File: config.mk
export PLATFORM = sky130hd
export DESIGN_NAME = hpp_port
export DESIGN_NICKNAME = d
export VERILOG_FILES = /design/src/hpp_pkg.sv /design/src/hpp_fifo.sv /design/src/hpp_port.sv
export SDC_FILE = /design/constraint.sdc
export NUM_CORES = 1
export LEC_CHECK = 0
export BUFFER_PORTS_ARGS = -buffer_cell sky130_fd_sc_hd__buf_2
export CORE_ASPECT_RATIO = 0.7
export CORE_MARGIN = 5
export CORE_UTILIZATION = 64
export CTS_CLUSTER_SIZE = 12
export DETAILED_ROUTE_END_ITERATION = 7
export GPL_ROUTABILITY_DRIVEN = 1
export PLACE_DENSITY = 0.86
export SYNTH_ARGS = -nofsm -noshare
export SYNTH_HDL_FRONTEND = slang
export SYNTH_SLANG_ARGS = --single-unit
File: constraint.sdc
create_clock -name mclk -period 6 [get_ports mclk]
set_input_delay 0.3 -clock mclk [delete_from_list [all_inputs] [get_ports mclk]]
set_output_delay 0.3 -clock mclk [all_outputs]
set_load 0.02 [all_outputs]
File: src/hpp_pkg.sv
// Package of constants and types for the host parallel port transmit path
package hpp_pkg;
   localparam logic [2:0] ADDR_HOST_CONTROL = 3'h0;
   localparam logic [2:0] ADDR_COMMAND_VECTOR = 3'h1;
   localparam logic [2:0] ADDR_HOST_STATUS = 3'h2;
   localparam logic [2:0] ADDR_INTERRUPT_VECTOR = 3'h3;
   localparam logic [2:0] ADDR_BYTE_HIGH = 3'h5;
   localparam logic [2:0] ADDR_BYTE_MIDDLE = 3'h6;
   localparam logic [2:0] ADDR_BYTE_LOW = 3'h7;
   // host_control fields
   localparam int CTL_RECEIVE_REQUEST_ENABLE_BIT = 0;
   localparam int CTL_TRANSMIT_REQUEST_ENABLE_BIT = 1;
   localparam int CTL_FLAG_LO = 3;
   localparam int CTL_MODE_LO = 5;
   localparam int CTL_INIT_BIT = 7;
   localparam logic [7:0] CTL_WRITE_MASK = 8'hfb;
   // command_vector fields
   localparam int CMD_PENDING_BIT = 7;
   localparam logic [5:0] RST_VECTOR_NUM = 6'h17;
   localparam logic [7:0] RST_INT_VECTOR = 8'h0f;
   // host_status bit positions
   localparam int ST_RECEIVE_FULL_FLAG_BIT = 0;
   localparam int ST_TRANSMIT_EMPTY_FLAG_BIT = 1;
   localparam int ST_TRANSMIT_READY_FLAG_BIT = 2;
   localparam int ST_FLAG_LO = 3;
   localparam int ST_DMA_BIT = 6;
   localparam int ST_REQ_BIT = 7;
   // port_control encodings
   localparam logic [1:0] PC_GPIO = 2'h0;
   localparam logic [1:0] PC_HOST = 2'h1;
   localparam logic [1:0] PC_HOST_ACK_GPIO = 2'h2;
   localparam int FIFO_DEPTH = 16;
   localparam int WORD_W = 24;
   typedef enum logic [1:0] {
      HPP_IDLE = 2'b00,
      HPP_RD = 2'b01,
      HPP_WR = 2'b11
   } hpp_strobe_t;
endpackage

File: src/hpp_fifo.sv
// Parameterised word FIFO carrying transmit words to the core side
`timescale 1ns/10ps
`default_nettype none
module hpp_fifo import hpp_pkg::*; #(
   parameter int WIDTH = 24,
   parameter int DEPTH = 16
) (
   // Clock and reset
   input wire logic mclk,
   input wire logic nrst,
   // Fill side
   input wire logic in_valid,
   output logic in_ready,
   input wire logic [WIDTH-1:0] in_data,
   // Drain side
   output logic out_valid,
   input wire logic out_ready,
   output logic [WIDTH-1:0] out_data
);
   localparam int AW = $clog2(DEPTH);
   initial begin
      if (DEPTH < 2 || (1 << AW) != DEPTH) begin
         $error("hpp_fifo depth must be a power of two");
      end
   end
   typedef struct packed {
      logic [DEPTH-1:0][WIDTH-1:0] mem;
      logic [AW:0] wptr;
      logic [AW:0] rptr;
   } hpp_fifo_state_t;
   hpp_fifo_state_t st, next_st;
   logic full, empty;
   assign empty = st.wptr == st.rptr;
   assign full = st.wptr == {~st.rptr[AW], st.rptr[AW-1:0]};
   assign in_ready = !full;
   assign out_valid = !empty;
   assign out_data = st.mem[st.rptr[AW-1:0]];
   always_comb begin
      next_st = st;
      if (in_valid && !full) begin
         next_st.mem[st.wptr[AW-1:0]] = in_data;
         next_st.wptr = st.wptr + 1'b1;
      end
      if (out_ready && !empty) begin
         next_st.rptr = st.rptr + 1'b1;
      end
   end
   always_ff @(posedge mclk) begin
      if (!nrst) begin
         st.wptr <= '0;
         st.rptr <= '0;
      end else begin
         st.wptr <= next_st.wptr;
         st.rptr <= next_st.rptr;
      end
      st.mem <= next_st.mem;
   end
   AST_FIFO_NO_OVERRUN: assert property (@(posedge mclk) disable iff (!nrst)
      full |-> ##1 (st.wptr == $past(st.wptr)) || $past(out_ready))
      else $error("fifo written while full");
endmodule // hpp_fifo
`default_nettype wire

File: src/hpp_port.sv
// Host parallel port: host registers, transmit path, pin muxing
`timescale 1ns/10ps
`default_nettype none
module hpp_port import hpp_pkg::*; #(
   parameter int DEPTH = FIFO_DEPTH
) (
   // Clock and reset
   input wire logic mclk,
   input wire logic nrst,
   // Further reset sources, one-cycle pulses
   input wire logic soft_reset,
   input wire logic stop_reset,
   // Port control from the core
   input wire logic [1:0] port_control,
   // Core side: receive word and flags
   output logic core_word_valid,
   input wire logic core_word_ready,
   output logic [WORD_W-1:0] core_side_receive_word,
   input wire logic core_receive_full_flag,
   input wire logic core_word_take,
   input wire logic core_tx_load,
   input wire logic [WORD_W-1:0] core_tx_word,
   input wire logic [1:0] core_flag_bits,
   input wire logic command_accepted,
   output logic command_pending,
   output logic [5:0] command_vector_num,
   output logic [1:0] flag_bits,
   output logic [1:0] transfer_mode_sel,
   // Host pins
   input wire logic [7:0] host_data_in,
   output logic [7:0] host_data_out,
   output logic [7:0] host_data_oe,
   input wire logic [2:0] register_select,
   input wire logic read_not_write,
   input wire logic transfer_strobe_n,
   input wire logic acknowledge_n,
   output logic service_request_n_out,
   output logic service_request_n_oe,
   // General-purpose view of the same pins
   input wire logic [14:0] gpio_out,
   input wire logic [14:0] gpio_dir,
   output logic [14:0] gpio_in
);
   initial begin
      if (DEPTH < 2) begin
         $error("hpp_port fifo depth too small");
      end
   end
   typedef struct packed {
      logic [1:0] strb_sync;
      logic [1:0] ack_sync;
      logic strb_q;
      logic ack_q;
      hpp_strobe_t phase;
      logic [2:0] addr_q;
      logic [7:0] ctl;
      logic [7:0] cvec;
      logic [1:0] hflag;
      logic [7:0] ivec;
      logic transmit_empty_flag;
      logic receive_full_flag;
      logic [WORD_W-1:0] tx;
      logic [WORD_W-1:0] rx;
      logic [7:0] dout;
   } hpp_state_t;
   hpp_state_t st, next_st;
   logic host_sel, ack_sel, dma_mode, any_reset, hard_reset;
   logic strb_fall, strb_rise, ack_fall, ack_rise, req, vec_out;
   logic [7:0] status, rd_mux;
   logic fifo_ready;
   ////////////////////////////////////////////////////////////////////////
   // Decode
   assign host_sel = port_control == PC_HOST || port_control == PC_HOST_ACK_GPIO;
   assign ack_sel = port_control == PC_HOST;
   assign dma_mode = st.ctl[CTL_MODE_LO +: 2] != 2'h0;
   // Individual reset is port control bit 0 clear with no host mode selected, i.e. PC_GPIO only
   assign any_reset = soft_reset || stop_reset || !port_control[0] && !host_sel;
   assign hard_reset = soft_reset;
   // Only second stages are looked at
   assign strb_fall = !st.strb_sync[1] && st.strb_q;
   assign strb_rise = st.strb_sync[1] && !st.strb_q;
   assign ack_fall = ack_sel && !st.ack_sync[1] && st.ack_q;
   assign ack_rise = ack_sel && st.ack_sync[1] && !st.ack_q;
   assign req = host_sel && !(ack_sel && !st.ack_sync[1] && dma_mode)
      && ((st.ctl[CTL_TRANSMIT_REQUEST_ENABLE_BIT] && st.transmit_empty_flag)
      || (st.ctl[CTL_RECEIVE_REQUEST_ENABLE_BIT] && st.receive_full_flag));
   // Vector cycle ignores every other control pin
   assign vec_out = ack_sel && req && !st.ack_sync[1] && !dma_mode;
   always_comb begin
      status = 8'h00;
      status[ST_RECEIVE_FULL_FLAG_BIT] = st.receive_full_flag;
      status[ST_TRANSMIT_EMPTY_FLAG_BIT] = st.transmit_empty_flag;
      status[ST_TRANSMIT_READY_FLAG_BIT] = st.transmit_empty_flag && !core_receive_full_flag;
      status[ST_FLAG_LO +: 2] = st.hflag;
      status[ST_DMA_BIT] = dma_mode;
      status[ST_REQ_BIT] = req;
   end
   always_comb begin
      rd_mux = 8'h00;
      if (st.addr_q == ADDR_HOST_CONTROL) begin
         rd_mux = st.ctl;
      end else if (st.addr_q == ADDR_COMMAND_VECTOR) begin
         rd_mux = st.cvec;
      end else if (st.addr_q == ADDR_HOST_STATUS) begin
         rd_mux = status;
      end else if (st.addr_q == ADDR_INTERRUPT_VECTOR) begin
         rd_mux = st.ivec;
      end else if (st.addr_q == ADDR_BYTE_HIGH) begin
         rd_mux = st.rx[23:16];
      end else if (st.addr_q == ADDR_BYTE_MIDDLE) begin
         rd_mux = st.rx[15:8];
      end else if (st.addr_q == ADDR_BYTE_LOW) begin
         rd_mux = st.rx[7:0];
      end
   end
   ////////////////////////////////////////////////////////////////////////
   // Next state
   always_comb begin
      next_st = st;
      next_st.strb_sync = {st.strb_sync[0], transfer_strobe_n};
      next_st.ack_sync = {st.ack_sync[0], acknowledge_n};
      next_st.strb_q = st.strb_sync[1];
      next_st.ack_q = st.ack_sync[1];
      next_st.hflag = core_flag_bits;
      if (core_word_take) begin
         next_st.rx = core_tx_word;
      end
      if (core_tx_load) begin
         next_st.receive_full_flag = 1'b1;
      end
      if (command_accepted) begin
         next_st.cvec[CMD_PENDING_BIT] = 1'b0;
      end
      if (host_sel && !vec_out) begin
         if (strb_fall) begin
            next_st.phase = read_not_write ? HPP_RD : HPP_WR;
            next_st.addr_q = register_select;
         end else if (strb_rise) begin
            next_st.phase = HPP_IDLE;
         end
      end
      if (st.phase == HPP_RD) begin
         next_st.dout = rd_mux;
      end else if (vec_out) begin
         next_st.dout = st.ivec;
      end
      // Read of low receive byte completes on strobe release
      if (strb_rise && st.phase == HPP_RD
         && st.addr_q == ADDR_BYTE_LOW && !core_tx_load) begin
         next_st.receive_full_flag = 1'b0;
      end
      if (strb_rise && st.phase == HPP_WR) begin
         if (st.addr_q == ADDR_HOST_CONTROL) begin
            next_st.ctl = host_data_in & CTL_WRITE_MASK;
         end else if (st.addr_q == ADDR_COMMAND_VECTOR) begin
            next_st.cvec = host_data_in;
         end else if (st.addr_q == ADDR_INTERRUPT_VECTOR) begin
            next_st.ivec = host_data_in;
         end else if (st.addr_q == ADDR_BYTE_HIGH) begin
            next_st.tx[23:16] = host_data_in;
         end else if (st.addr_q == ADDR_BYTE_MIDDLE) begin
            next_st.tx[15:8] = host_data_in;
         end else if (st.addr_q == ADDR_BYTE_LOW) begin
            next_st.tx[7:0] = host_data_in;
            next_st.transmit_empty_flag = 1'b0;
         end
      end
      // DMA: acknowledge release strobes the low byte in
      if (ack_rise && dma_mode && host_sel) begin
         next_st.tx[7:0] = host_data_in;
         next_st.transmit_empty_flag = 1'b0;
      end
      // Hand-off waits for the core side to drain; the fifo absorbs bursts
      if (!st.transmit_empty_flag && !core_receive_full_flag && fifo_ready) begin
         next_st.transmit_empty_flag = 1'b1;
      end
      if (st.ctl[CTL_INIT_BIT]) begin
         next_st.transmit_empty_flag = 1'b1;
         next_st.receive_full_flag = 1'b0;
         next_st.ctl[CTL_INIT_BIT] = 1'b0;
      end
      if (any_reset) begin
         next_st.ctl = 8'h00;
         next_st.cvec = {2'h0, RST_VECTOR_NUM};
         next_st.transmit_empty_flag = 1'b1;
         next_st.receive_full_flag = 1'b0;
         next_st.phase = HPP_IDLE;
         if (hard_reset) begin
            next_st.ivec = RST_INT_VECTOR;
            next_st.hflag = 2'h0;
         end
      end
   end
   ////////////////////////////////////////////////////////////////////////
   // Registers; tx and rx hold through every reset
   always_ff @(posedge mclk) begin
      if (!nrst) begin
         st.strb_sync <= 2'h3;
         st.ack_sync <= 2'h3;
         st.strb_q <= 1'b1;
         st.ack_q <= 1'b1;
         st.phase <= HPP_IDLE;
         st.addr_q <= 3'h0;
         st.ctl <= 8'h00;
         st.cvec <= {2'h0, RST_VECTOR_NUM};
         st.hflag <= 2'h0;
         st.ivec <= RST_INT_VECTOR;
         st.transmit_empty_flag <= 1'b1;
         st.receive_full_flag <= 1'b0;
         st.dout <= 8'h00;
      end else begin
         st.strb_sync <= next_st.strb_sync;
         st.ack_sync <= next_st.ack_sync;
         st.strb_q <= next_st.strb_q;
         st.ack_q <= next_st.ack_q;
         st.phase <= next_st.phase;
         st.addr_q <= next_st.addr_q;
         st.ctl <= next_st.ctl;
         st.cvec <= next_st.cvec;
         st.hflag <= next_st.hflag;
         st.ivec <= next_st.ivec;
         st.transmit_empty_flag <= next_st.transmit_empty_flag;
         st.receive_full_flag <= next_st.receive_full_flag;
         st.dout <= next_st.dout;
      end
      st.tx <= next_st.tx;
      st.rx <= next_st.rx;
   end
   ////////////////////////////////////////////////////////////////////////
   // Transmit word fifo toward core
   hpp_fifo #(.WIDTH(WORD_W), .DEPTH(DEPTH)) u_fifo (
      .mclk(mclk),
      .nrst(nrst),
      .in_valid(!st.transmit_empty_flag && !core_receive_full_flag),
      .in_ready(fifo_ready),
      .in_data(st.tx),
      .out_valid(core_word_valid),
      .out_ready(core_word_ready),
      .out_data(core_side_receive_word)
   );
   ////////////////////////////////////////////////////////////////////////
   // Pins
   assign command_pending = st.cvec[CMD_PENDING_BIT];
   assign command_vector_num = st.cvec[5:0];
   assign flag_bits = st.ctl[CTL_FLAG_LO +: 2];
   assign transfer_mode_sel = st.ctl[CTL_MODE_LO +: 2];
   always_comb begin
      host_data_out = host_sel ? st.dout : gpio_out[7:0];
      host_data_oe = gpio_dir[7:0];
      if (host_sel) begin
         host_data_oe = (vec_out || (!transfer_strobe_n && read_not_write))
            ? 8'hff : 8'h00;
      end
      if (host_sel) begin
         service_request_n_out = 1'b0;
         service_request_n_oe = req;
      end else begin
         service_request_n_out = gpio_out[13];
         service_request_n_oe = gpio_dir[13];
      end
      gpio_in = {acknowledge_n, 1'b1, transfer_strobe_n, read_not_write,
         register_select, host_data_in};
   end
   AST_REQ_FOLLOWS_EMPTY: assert property (@(posedge mclk) disable iff (!nrst)
      (port_control == PC_HOST && st.ctl[CTL_TRANSMIT_REQUEST_ENABLE_BIT] && st.transmit_empty_flag
      && st.ack_sync[1]) |-> service_request_n_oe)
      else $error("request not asserted");
   AST_LOW_WRITE_CLEARS: assert property (@(posedge mclk) disable iff (!nrst)
      (strb_rise && st.phase == HPP_WR && st.addr_q == ADDR_BYTE_LOW
      && host_sel && !any_reset && !st.ctl[CTL_INIT_BIT])
      |=> !st.transmit_empty_flag || $past(!core_receive_full_flag))
      else $error("low byte write did not clear empty");
   AST_HANDOFF: assert property (@(posedge mclk) disable iff (!nrst)
      (!st.transmit_empty_flag && !core_receive_full_flag && fifo_ready) |=> st.transmit_empty_flag)
      else $error("hand-off did not set empty");
   AST_BUS_FLOAT: assert property (@(posedge mclk) disable iff (!nrst)
      (host_sel && transfer_strobe_n && !vec_out) |-> host_data_oe == 8'h00)
      else $error("bus driven without strobe");
   AST_RESET_VALUES: assert property (@(posedge mclk)
      (!nrst) |=> st.cvec == 8'h17 && st.transmit_empty_flag && !st.receive_full_flag)
      else $error("reset values wrong");
   AST_IVEC_RESET: assert property (@(posedge mclk)
      (!nrst) |=> st.ivec == RST_INT_VECTOR)
      else $error("vector not reset");
   AST_VEC_NO_DMA: assert property (@(posedge mclk) disable iff (!nrst)
      vec_out |-> !dma_mode)
      else $error("vector driven in dma mode");
   AST_GPIO_REQ: assert property (@(posedge mclk) disable iff (!nrst)
      port_control == PC_GPIO |-> service_request_n_oe == gpio_dir[13])
      else $error("request pin not plain gpio");
   AST_RX_CLEAR: assert property (@(posedge mclk) disable iff (!nrst)
      (strb_rise && st.phase == HPP_RD && st.addr_q == ADDR_BYTE_LOW
      && !core_tx_load) |=> !st.receive_full_flag)
      else $error("receive full not cleared");
endmodule // hpp_port
`default_nettype wire

==> run summary <==
Least-Margin Pin Slew: 1.386 ns
Mapped cell area: 19480 um2
RSZ-0062 raised after global routing: false
Clk_lat worst skew: 0.57 ns
FILL cells: 1677
Critical Path Fanout Max: 40
Slowest stage delay, CP: 0.78 ns
Tcrit/Tclk final: 0.6319
Critical Path Source Type: register
CP Capture Type: primary output
Setup TNS Final: 0 ns
Area leader, netlist: edfxtp_1
Iter 0 DRT Violations: 1522
DRC: 0
Layout area overhead: 13.27%
Clock sink total: 488
Drt first pass iters: 5
CP Cell Sequence: buf_4 -> mux4_2 -> nor2b_1 -> a211oi_1 -> a21oi_1 -> buf_2
Seq/Total Area, Yosys: 0.7233
CTS Buf Count: 47
Leak: 7.329 nW
Placed instance count: 1561
Worst Path Required: 5.70 ns
Met2 wire length: 21.52 mm
Post-route ant nets: 0
Gr ovfl total: 0
Post-Layout Cell Count: 1663
Vias in the first global route: 10930
Total GRT Usage: 0.2646
Tot Pwr: 6.449 mW
H-tree Lvls: 2
Vias: 10590
Met3 wire len: 4.068 mm
Starting density of the core: 0.6486
Synthesized Nets: 1159
Max Slew Vio Count: 0
Critical path type: register to primary output
DR top layer: met4
Crit-path slowest cell: dfxtp_4
First-pass GRT wire length: 67.12 mm
Longest Clk Path Bufs: 3
Die ar.: 34090 um2
Die Ht: 156.0 um
Max_slew headroom: 0.07587
Share of layout cells above drive strength 1: 0.2718
Fraction of registers with async set/reset: 0
Status: completed
# nets final: 1320
Hpwl dp: 24.89 mm
Routability cong.: 0.9010
Pwr per Cell Area: 292.2 nW/um2
Synth Flop Type: edfxtp_1
Ys Warns: 0
Syn Inst Count: 1069
Synthesized flop and latch total: 488
Worst-path clk slew: 0.06 ns
Site Rows: 53
# resized after CTS: 0
Max Cap Viol: 0
Arr. time, crit path: 3.49 ns
Final WL: 44.27 mm
Routed vias/inst: 6.366
Metal-1 WL: 17.92 mm
Worst min-delay path category: input port to register
Initial antenna violation count: 0
Syn avg cell area: 18.23 um2
Root buffer cell: clkbuf_16
Avg WL per Cell: 26.62 um
Core footprint: 30040 um2
Final Hold Vio Count: 0
Highest Clock Rate: 263.8 MHz
Post-synth EDFFs: 432
Max VDD drop: 0.0002455 V
Ports: 150
Synth top area share: 0.6658
Chip width: 218.6 um
Largest net degree at the start of global routing: 65
Synth top area cells: edfxtp_1, mux4_2, dfxtp_1
CTS tree: yes
Diode count: 0
Final min period: 3.791 ns
Clk_skew: 0.02485 ns
Final setup viols: 0
Netlist cell types: 57
Port Buf Inserts: 136
## state kept, by name, indices dropped and copies added (netlist names)
name,flops
command_pending,1
command_vector_num,6
flag_bits,2
next_st,4
st,79
transfer_mode_sel,2
u_fifo.st,394
## cell usage after synthesis, drive strengths merged, types with 2 or more instances
cell / instances
nand3b: 2
a21oi: 38
a22oi: 3
inv: 23
nand3: 7
o211ai: 3
clkbuf: 25
o32ai: 2
xnor2: 7
o21ai: 21
nand4: 5
o22ai: 4
ha: 9
a31oi: 3
nand2: 40
nor2b: 36
xor2: 6
edfxtp: 432
or3b: 2
nor3: 4
nand2b: 9
nor2: 29
mux2: 15
o21a: 2
dfxtp: 56
buf: 57
a22o: 3
a211oi: 26
and2: 11
and3: 14
mux2i: 58
or3: 3
mux4: 98
## final timing paths
check | startpoint | to | slack, ns | cells past startpoint
setup / recovery | u_fifo.st[0] | core_side_receive_word[13] | 2.21 | 6
hold / removal | read_not_write | st[88] | 0.08 | 3
setup reg to reg | u_fifo.st[0] | u_fifo.st[345] | 2.68 | 5
hold reg to reg | next_st[92] | next_st[89] | 0.41 | 1
## kinds of logic (layout without fill, tap and decap cells)
| logic type | Yosys count | count (layout) | synth area share |
|---|---|---|---|
| AO/OA/AOI/OAI | 116 | 116 | 0.03917 |
| XOR/XNOR | 13 | 13 | 0.005843 |
| adder cells (fa/ha/maj) | 9 | 9 | 0.005779 |
| buffers and inverters | 105 | 287 | 0.02825 |
| flip-flops | 488 | 488 | 0.7233 |
| multiplexers | 171 | 171 | 0.1517 |
| other | 1 | 1 | 0.0001925 |
| AND/OR/NAND/NOR | 166 | 166 | 0.04572 |
## worst max-delay path, delay by kind of cell (launching register included)
kind,cells,cell delay (ns)
buffers and inverters,2,0.95
AOI/OAI and AO/OA,2,0.44
muxes,1,0.58
DFF,1,0.78
and+or+nand+nor,1,0.14
## power by group
group          internal (mW)  switching [mW]
logic                 0.0584          0.0860
clock network           1.47            1.17
registers               3.66         0.00521
## repair_timing
item                      in CTS  in global routing
hold buffers                  32                  0
buffers inserted               0                  0
hold endpoints to repair      32                  0
## cells in the final DEF, fill, tap and decap left out, types with 3 or more instances in the layout
cell type	netlist	routed
nor2_1	28	28
dfxtp_4	0	3
buf_4	34	26
nor2b_1	36	34
a21oi_1	38	38
inv_1	23	23
clkbuf_16	0	48
mux2i_1	58	58
nand3_1	7	7
nand4_1	5	5
a22o_1	3	3
or3_1	3	3
nand2b_1	9	9
xor2_1	6	6
mux2_2	15	15
o22ai_1	4	4
a211oi_1	26	26
nand2_1	40	40
buf_2	16	136
clkbuf_1	24	18
o211ai_1	3	3
ha_1	9	9
and3_1	14	14
dlygate4sd3_1	0	32
dfxtp_1	56	52
and2_1	11	11
edfxtp_1	432	432
a31oi_1	3	3
mux4_2	98	98
o21ai_0	19	19
xnor2_1	7	7
## layer usage
metal	up-vias	GRT usage
li1	4506	-
met1	5461	0.3824
met2	547	0.4226
met3	73	0.06208
met4	0	0.06127
met5	-	0
## stage by stage
step / util / hold slack [ns] / setup slack [ns] / instance area (um2)
2_1_floorplan: - / 0.3863 / 2.983 / 19480
3_3_place_gp: 0.6802 / 0.3938 / 2.758 / 20430
3_5_place_dp: 0.6802 / 0.4016 / 2.670 / 20430
4_1_cts: 0.7347 / 0.04611 / 2.131 / 22070
5_1_grt: 0.7347 / 0.06883 / 1.926 / 22070
6_report: 0.7347 / 0.07945 / 2.209 / 22070
## cell type report
| cell class | count | area (um2) | share of cell area |
|---|---|---|---|
| flip-flops and latches | 488 | 14110 | 0.6391 |
| multi-input cells | 476 | 4851 | 0.2198 |
| well taps | 412 | 515.5 | 0.02336 |
| clock buffers | 67 | 1282 | 0.05811 |
| repair buffers | 194 | 1196 | 0.05420 |
| inverters | 23 | 86.33 | 0.003912 |
| clock inverters | 3 | 33.78 | 0.001531 |
(Power assumes the default switching activity.)
